## src/hdl/seq_ctl_pkg.sv

```systemverilog
// package for the start-up / shutdown sequencer control block
// assumes a 25 MHz system clock and an Avalon-MM register slave
package seq_ctl_pkg;
   // ******************************
   // register map (byte addresses)
   // ******************************
   localparam logic [7:0] ADDR_IDENT = 8'h00;
   localparam logic [7:0] ADDR_SEQ0 = 8'h04;
   localparam logic [7:0] ADDR_SEQ1 = 8'h08;
   localparam logic [7:0] ADDR_SEQ2 = 8'h0c;
   localparam logic [7:0] ADDR_SEQ3 = 8'h10;
   localparam logic [7:0] ADDR_STAT = 8'h14;
   localparam logic [7:0] ADDR_IRQ = 8'h18;
   localparam logic [7:0] ADDR_MASK = 8'h1c;
   localparam logic [7:0] ADDR_CAL = 8'h20;
   // ******************************
   // field layout and values
   // ******************************
   localparam int SEQ_ENA_BIT = 8;
   localparam int LAUNCH_BIT = 8;
   localparam int ABORT_BIT = 9;
   localparam int STEPS = 40;
   localparam logic [5:0] CAL_STEP = 6'h11;
   localparam logic [7:0] DUMMY_ADDR = 8'hff;
   localparam logic [5:0] SHUT_INDEX = 6'h19;
   localparam logic [15:0] SEQ1_DEFAULT = 16'h0043;
   // ******************************
   // timing
   // ******************************
   localparam int CLK_KHZ = 25000;
   localparam int STARTUP_MS = 300;
   localparam int FAST_MS = 50;
   localparam int SHUTDOWN_MS = 350;
   localparam int CAL_MS = STARTUP_MS - FAST_MS + 1;
   localparam int STEP_MS = FAST_MS / 2;
   localparam int SHUT_STEP_MS = SHUTDOWN_MS / 15;
   localparam int CAL_CYC = CAL_MS * CLK_KHZ;
   localparam int STEP_CYC = STEP_MS * CLK_KHZ / 17;
   localparam int SHUT_CYC = SHUT_STEP_MS * CLK_KHZ;

   // irq bits: 0 start-up done, 1 shutdown done, 2 aborted
   typedef struct packed {
      logic [7:0] address;
      logic read;
      logic write;
      logic [31:0] writedata;
   } av_req_t;
endpackage

```

## src/hdl/step_timer.sv

```systemverilog
// step wait counter for the sequencer
// assumes start pulses come from the same clock
`timescale 1ns/1ps
module step_timer
   import seq_ctl_pkg::*;
#(
   parameter int WIDTH = 24
) (
   input wire logic clk,
   input wire logic reset_n,
   input wire logic start,
   input wire logic [WIDTH-1:0] cycles,
   output logic done
);
   typedef struct packed {
      logic [WIDTH-1:0] count;
      logic running;
      logic done;
   } tmr_t;
   tmr_t st, next_st;

   // count down, one-cycle done when the wait expires
   always_comb begin
      next_st = st;
      next_st.done = 1'b0;
      if (start) begin
         next_st.count = cycles;
         next_st.running = 1'b1;
      end else if (st.running) begin
         if (st.count <= {{(WIDTH-1){1'b0}}, 1'b1}) begin
            next_st.running = 1'b0;
            next_st.done = 1'b1;
         end else begin
            next_st.count = st.count - 1'b1;
         end
      end
   end

   always_ff @(posedge clk) begin
      if (!reset_n) begin
         st <= '0;
      end else begin
         st <= next_st;
      end
   end
   assign done = st.done;
endmodule

```

## src/hdl/seq_ctl.sv

```systemverilog
// sequencer control: start-up, fast start-up, shutdown, soft reset, identity
// assumes an Avalon-MM master with waitrequest; host supplies the master clock
//
// Implementation choice: register access over Avalon-MM.
`timescale 1ns/1ps
// Notes on behaviour
// - default start-up lasts about 300 ms
// - running flag high while sequence executes
// - start-up calibrates and retains correction
// - patched start-up with correction under 50ms
// - soft reset restores default steps, drops correction
// - default shutdown lasts about 350 ms
// - write to address zero resets registers
// - address zero reads identity code
module seq_ctl
   import seq_ctl_pkg::*;
#(
   parameter logic [15:0] IDENTITY = 16'h5a31, // arbitrary value
   parameter int CAL_CYCLES = CAL_CYC,
   parameter int STEP_CYCLES = STEP_CYC,
   parameter int SHUT_CYCLES = SHUT_CYC
) (
   input wire logic clk,
   input wire logic reset_n,
   input wire logic [7:0] address,
   input wire logic read,
   input wire logic write,
   input wire logic [31:0] writedata,
   output logic [31:0] readdata,
   output logic waitrequest,
   output logic irq,
   output logic sequence_running_flag,
   output logic offset_correction_valid
);
   // ******************************
   // state
   // ******************************
   typedef enum logic [3:0] {
      S_IDLE = 4'b0001,
      S_STEP = 4'b0010,
      S_WAIT = 4'b0100,
      S_ACK = 4'b1000
   } seq_state_t;

   typedef struct packed {
      seq_state_t fsm;
      logic ack;
      logic wreq;
      logic [31:0] rdata;
      logic sequencer_enable;
      logic [5:0] step_edit_index;
      logic [15:0] seq1;
      logic [15:0] seq2;
      logic [5:0] launch_step_index;
      logic [5:0] step;
      logic [STEPS-1:0] dummy;
      logic cal_done;
      logic running;
      logic is_shut;
      logic [2:0] status;
      logic [2:0] mask;
      logic irq;
   } ctl_t;
   ctl_t st, next_st;

   logic tmr_start;
   logic [23:0] tmr_cycles;
   logic tmr_done;
   logic bus_wr;
   logic bus_rd;
   logic [2:0] events;

   step_timer #(.WIDTH(24)) u_timer (
      .clk(clk),
      .reset_n(reset_n),
      .start(tmr_start),
      .cycles(tmr_cycles),
      .done(tmr_done)
   );

   // ******************************
   // next state
   // ******************************
   // one wait state per access keeps read data registered
   assign bus_wr = write && !st.ack;
   assign bus_rd = read && !st.ack;

   always_comb begin
      next_st = st;
      tmr_start = 1'b0;
      tmr_cycles = STEP_CYCLES[23:0];
      events = 3'b000;
      next_st.ack = bus_wr || bus_rd;
      // sequencer walk
      unique case (st.fsm)
         S_IDLE: begin
         end
         S_STEP: begin
            tmr_start = 1'b1;
            if (st.is_shut) begin
               tmr_cycles = SHUT_CYCLES[23:0];
            end else if (st.step == CAL_STEP && !st.dummy[CAL_STEP]) begin
               tmr_cycles = CAL_CYCLES[23:0];
            end else if (st.step == CAL_STEP && !st.cal_done) begin
               tmr_cycles = CAL_CYCLES[23:0]; // dummy without correction still slow
            end
            next_st.fsm = S_WAIT;
         end
         S_WAIT: begin
            if (tmr_done) begin
               if (st.step == CAL_STEP && !st.dummy[CAL_STEP] && !st.is_shut) begin
                  next_st.cal_done = 1'b1;
               end
               if ((!st.is_shut && st.step == SHUT_INDEX - 6'd1)
                   || (st.is_shut && st.step == 6'(STEPS - 1))) begin
                  next_st.fsm = S_ACK;
               end else begin
                  next_st.step = st.step + 6'd1;
                  next_st.fsm = S_STEP;
               end
            end
         end
         S_ACK: begin
            next_st.running = 1'b0;
            events[st.is_shut ? 1 : 0] = 1'b1;
            next_st.fsm = S_IDLE;
         end
         default: next_st.fsm = S_IDLE;
      endcase
      // register writes
      if (bus_wr) begin
         unique case (address)
            ADDR_SEQ0: begin
               next_st.sequencer_enable = writedata[SEQ_ENA_BIT];
               next_st.step_edit_index = writedata[5:0];
            end
            ADDR_SEQ1: begin
               next_st.seq1 = writedata[15:0];
               if (st.step_edit_index < 6'(STEPS)) begin
                  next_st.dummy[st.step_edit_index] =
                     (writedata[7:0] == DUMMY_ADDR);
               end
            end
            ADDR_SEQ2: next_st.seq2 = writedata[15:0];
            ADDR_SEQ3: begin
               if (writedata[ABORT_BIT]) begin
                  if (st.running) begin
                     events[2] = 1'b1;
                  end
                  next_st.running = 1'b0;
                  next_st.fsm = S_IDLE;
               end else if (writedata[LAUNCH_BIT] && st.sequencer_enable
                            && !st.running) begin
                  next_st.launch_step_index = writedata[5:0];
                  next_st.step = writedata[5:0];
                  next_st.is_shut = (writedata[5:0] >= SHUT_INDEX);
                  next_st.running = 1'b1;
                  next_st.fsm = S_STEP;
               end
            end
            ADDR_IRQ: next_st.status = st.status & ~writedata[2:0];
            ADDR_MASK: next_st.mask = writedata[2:0];
            default: begin
            end
         endcase
      end
      // register reads
      next_st.rdata = '0;
      if (bus_rd) begin
         unique case (address)
            ADDR_IDENT: next_st.rdata = {16'h0000, IDENTITY};
            ADDR_SEQ0: next_st.rdata = {23'h0, st.sequencer_enable, 2'b00,
                                        st.step_edit_index};
            ADDR_SEQ1: next_st.rdata = {16'h0000, st.seq1};
            ADDR_SEQ2: next_st.rdata = {16'h0000, st.seq2};
            ADDR_SEQ3: next_st.rdata = {26'h0, st.launch_step_index};
            ADDR_STAT: next_st.rdata = {31'h0, st.running};
            ADDR_IRQ: next_st.rdata = {29'h0, st.status};
            ADDR_MASK: next_st.rdata = {29'h0, st.mask};
            ADDR_CAL: next_st.rdata = {31'h0, st.cal_done};
            default: next_st.rdata = '0;
         endcase
      end
      // read of status clears, a new event in the same cycle wins
      if (bus_rd && address == ADDR_IRQ) begin
         next_st.status = 3'b000;
      end
      next_st.status = next_st.status | events;
      next_st.irq = |(next_st.status & next_st.mask);
      // soft reset: every field default except the bus ack, step timer left running, steps restored, correction lost
      if (bus_wr && address == ADDR_IDENT) begin
         next_st = '0;
         next_st.fsm = S_IDLE;
         next_st.seq1 = SEQ1_DEFAULT;
         next_st.ack = 1'b1;
      end
      // waitrequest gets its own flip-flop, so the pin carries no inverter
      next_st.wreq = !next_st.ack;
   end

   // ******************************
   // registers
   // ******************************
   always_ff @(posedge clk) begin
      if (!reset_n) begin
         st <= '0;
         st.fsm <= S_IDLE;
         st.seq1 <= SEQ1_DEFAULT;
         st.wreq <= 1'b1;
      end else begin
         st <= next_st;
      end
   end

   assign readdata = st.rdata;
   assign waitrequest = st.wreq;
   assign irq = st.irq;
   assign sequence_running_flag = st.running;
   assign offset_correction_valid = st.cal_done;
endmodule

```

## config.mk

```make
export PLATFORM = sky130hd
export DESIGN_NAME = seq_ctl
export DESIGN_NICKNAME = d
export VERILOG_FILES = /design/src/hdl/seq_ctl_pkg.sv /design/src/hdl/step_timer.sv /design/src/hdl/seq_ctl.sv
export SDC_FILE = /design/constraint.sdc
export NUM_CORES = 1
export LEC_CHECK = 0
export ABC_AREA = 0
export BUFFER_PORTS_ARGS = -buffer_cell sky130_fd_sc_hd__buf_2
export CAP_MARGIN = 20
export CORE_AREA = 2 2 133 109
export CTS_CLUSTER_SIZE = 30
export DETAILED_ROUTE_END_ITERATION = 16
export DIE_AREA = 0 0 135 111
export GPL_ROUTABILITY_DRIVEN = 0
export PLACE_DENSITY = 0.59
export SYNTH_ARGS = -nofsm -noshare
export SYNTH_HDL_FRONTEND = slang
export SYNTH_SLANG_ARGS = --single-unit
```

## constraint.sdc

```tcl
create_clock -name clk -period 3.9 [get_ports clk]
set_input_delay 0.39 -clock clk [delete_from_list [all_inputs] [get_ports clk]]
set_output_delay 0.39 -clock clk [all_outputs]
set_load 0.05 [all_outputs]
```

==> results.md <==
* Status: complete, no violations
* Die X at about 140 µm
* F_max at 356 MHz
* ANT nets after route at 0
* Final Instance Area at 5800 µm²
* Critical Path Sink Type: flop
* DRT iter0 DRCs at 424
* DR vias/cell at 5.57
* PortBufs at 47
* Area contributors post-synth: dfxtp_1, a21oi_1, nand2_1, buf_4, nor2_1
* Setup tns final at 0 ns
* First-pass GRT wire length at 23000 µm
* Root buffer cell: clkbuf_16
* Layout area overhead at 10.1%
* Area post-placement at roughly 5500 µm²
* Crit Path Class: reg2reg
* ANT cells at 0
* Global Route met2 Usage at between 30% and 40%
* WL final at 14200 µm
* Post-Syn Area at between 5000 and 6000 µm²
* DP HPWL at 9830 µm
* EDFF count, synth at 0
* Async SR Flop Fraction at 0%
* Clock sink total at 110
* CTS-repair resized insts at 0
* Initial antenna violation count at 0
* Peak supply drop at around 210 µV
* Tot GR Track Use at about 19%
* Reg2Reg Setup Slack at ~1.1 ns
* Worst hold stages at 3
* CTS Hold Bufs at 0
* Met1 usage at roughly a quarter
* Library cells used by synthesis at 63
* Synth Instances at 642
* Setup bufs post-CTS at 0
* Worst EP required at 4.15 ns
* Clk buf depth at 2
* Lkg Pwr at 2.15 nW
* Site Rows at 39
* Area share of the largest cell type after synthesis at a little over two fifths
* Critical R2R Launch: u_timer.st[4]
* Die height at 111 µm
* Met3 Usage GRT at around 5.3%
* Drt first pass iters at 5
* Fin crit period at 2.81 ns
* Post-route DRC violation count at 0
* WL per Instance at 16.7 µm
* RR Endpoint: u_timer.st[21]
* Register area share after synthesis at 41.8%
* Tightest Pin Transition at 1.08 ns
* CP max FO at 18
* Layout cells sized above 1 at 12.9%
* Hold crit path type: in2reg
* Clock Skews at 0.0106 ns
* Rel. slew slack at 27.9%
* Top FF cell, synth: dfxtp_1
* Max-cap violations at 0
* Final hold violations at 0
* Avg Synthesized Cell Area at 8.20 µm²
* Worst endpoint data arrival time at 3.06 ns
* Pwr Density at 369 nW/µm²
* Syn. warnings at 0
* I/O pins at 80
* Nets at 710
* Slew Viols, Final at 0
* Total gr overflow at 0
* Synth Register Bits at 110
* Final worst-path cycle share at 72.0%
* Number of global-route vias before repair at 4414
* GRT busiest layer: met2
* Hold wc startpoint: writedata[15]
* Initial Util at 38.0%
* Clock slew at reported path FFs at 0.08 ns
* Worst reg2reg path depth at 5
* Setup crit start kind: flop
* H-tree Lvls at 3
* Std-Cell Core Area at 13900 µm²
* Total CTS buffers at 9
* Skew-Pair Late Insertion Delay at 0.35 ns
* Post-synth top area cell: dfxtp_1
* Via Count at 4738
* RSZ-0062 raised after global routing: false
* Final setup violation count at 0
* Largest net degree at the start of global routing at 37
* Die area at 15000 µm²
* Hold endpoint: st[77]
* CTS tree: built
worst max path at each step:
| stage | from | endpoint | slack (ns) | cells after the start |
|---|---|---|---|---|
| after global placement | u_timer.st[4] | u_timer.st[21] | 1.25 | 5 |
| after detailed placement | u_timer.st[4] | u_timer.st[21] | 1.17 | 5 |
| after floorplan | u_timer.st[11] | u_timer.st[25] | 1.46 | 5 |
| final | u_timer.st[4] | u_timer.st[21] | 1.09 | 5 |
| after global routing | u_timer.st[4] | u_timer.st[16] | 0.89 | 5 |
| after CTS | u_timer.st[4] | u_timer.st[21] | 1.13 | 5 |
sequential cells by signal (all words and copies together) (netlist names), named ones only:
signal and flops:
waitrequest 1, u_timer.st 25, irq 1, offset_correction_valid 1
sequence_running_flag 1, st 63, u_timer.done 1, readdata 16
placed cells by master, fill, tap and decap left out, types with 13 or more instances in the layout:
cell type,netlist,routed
nand2_1,82,82
nand3_1,24,24
o21ai_0,25,25
conb_1,1,16
buf_2,1,47
dfxtp_1,110,110
a21oi_1,68,68
nor2_1,61,61
inv_1,13,13
mux2i_1,20,20
nor3_1,20,20
cell usage after synthesis (3+ instances only):
cell      count
dfxtp_1     110
nand2_1      82
a21oi_1      68
nor2_1       61
buf_4        32
clkbuf_1     32
o21ai_0      25
nand3_1      24
mux2i_1      20
nor3_1       20
inv_1        13
a22oi_1      11
a31oi_1      10
nor4_1        9
nand4_1       8
xnor2_1       8
or4_1         7
a222oi_1      6
or3_1         6
a211oi_1      5
ha_1          5
nor2b_1       5
nor4b_1       5
and2_1        4
o31ai_1       4
or4_4         4
a221oi_1      3
a41oi_1       3
and3b_1       3
nand3b_1      3
nor3b_1       3
o32ai_1       3
report_power, final:
| group | switching (mW) | internal, mW | leakage (nW) | total [mW] |
|---|---|---|---|---|
| registers | 0.00161 | 1.12 | 0.886 | 1.13 |
| logic | 0.0956 | 0.0237 | 1.12 | 0.119 |
| clock network | 0.447 | 0.449 | 0.138 | 0.895 |
| total | 0.544 | 1.60 | 2.15 | 2.14 |
metrics by stage:
stage | hold WS (ns) | total power [mW] | instances | utilization, % | setup WS (ns)
finish | 0.284 | 2.14 | 850 | 41.9 | 1.09
detailed placement | 0.443 | 1.27 | 834 | 39.8 | 1.17
global placement | 0.437 | 1.27 | 834 | 39.8 | 1.25
CTS | 0.277 | 2.16 | 850 | 41.9 | 1.13
floorplan | 0.429 | 1.24 | 657 | - | 1.46
global route | 0.266 | 2.22 | 850 | 41.9 | 0.895
kinds of logic after synthesis:
kind of cell	share of synthesized area, %
adder cells (fa/ha/maj)	1.19
other	0.0712
XOR/XNOR	1.50
AND/OR/NAND/NOR	25.0
AO/OA/AOI/OAI	18.7
multiplexers	3.80
buffers and inverters	7.93
flip-flops	41.8
worst max-delay path, stage by stage, from the launching register on:
cell     delay [ns]
dfxtp_1        0.36
nor4_1         0.68
nor4b_1        0.66
a21o_1         0.63
nor2_1         0.11
o221a_2        0.26
layout make-up:
type	count	area, µm²
Sequential cell	110	2200
Multi-Input combinational cell	468	2720
Clock inverter	5	51.3
Tap cell	184	230
Inverter	14	52.6
Timing Repair Buffer	58	318
Fill cell	1417	8060
Clock buffer	11	233
routing by layer:
metal  part of all wire, %  up-vias
met1                    46     2262
li1                      -     2303
met3                   6.8       12
met4                  0.92        0
met2                    46      161
met5                     0        -
No activity file was read; power rests on OpenSTA's default activity.
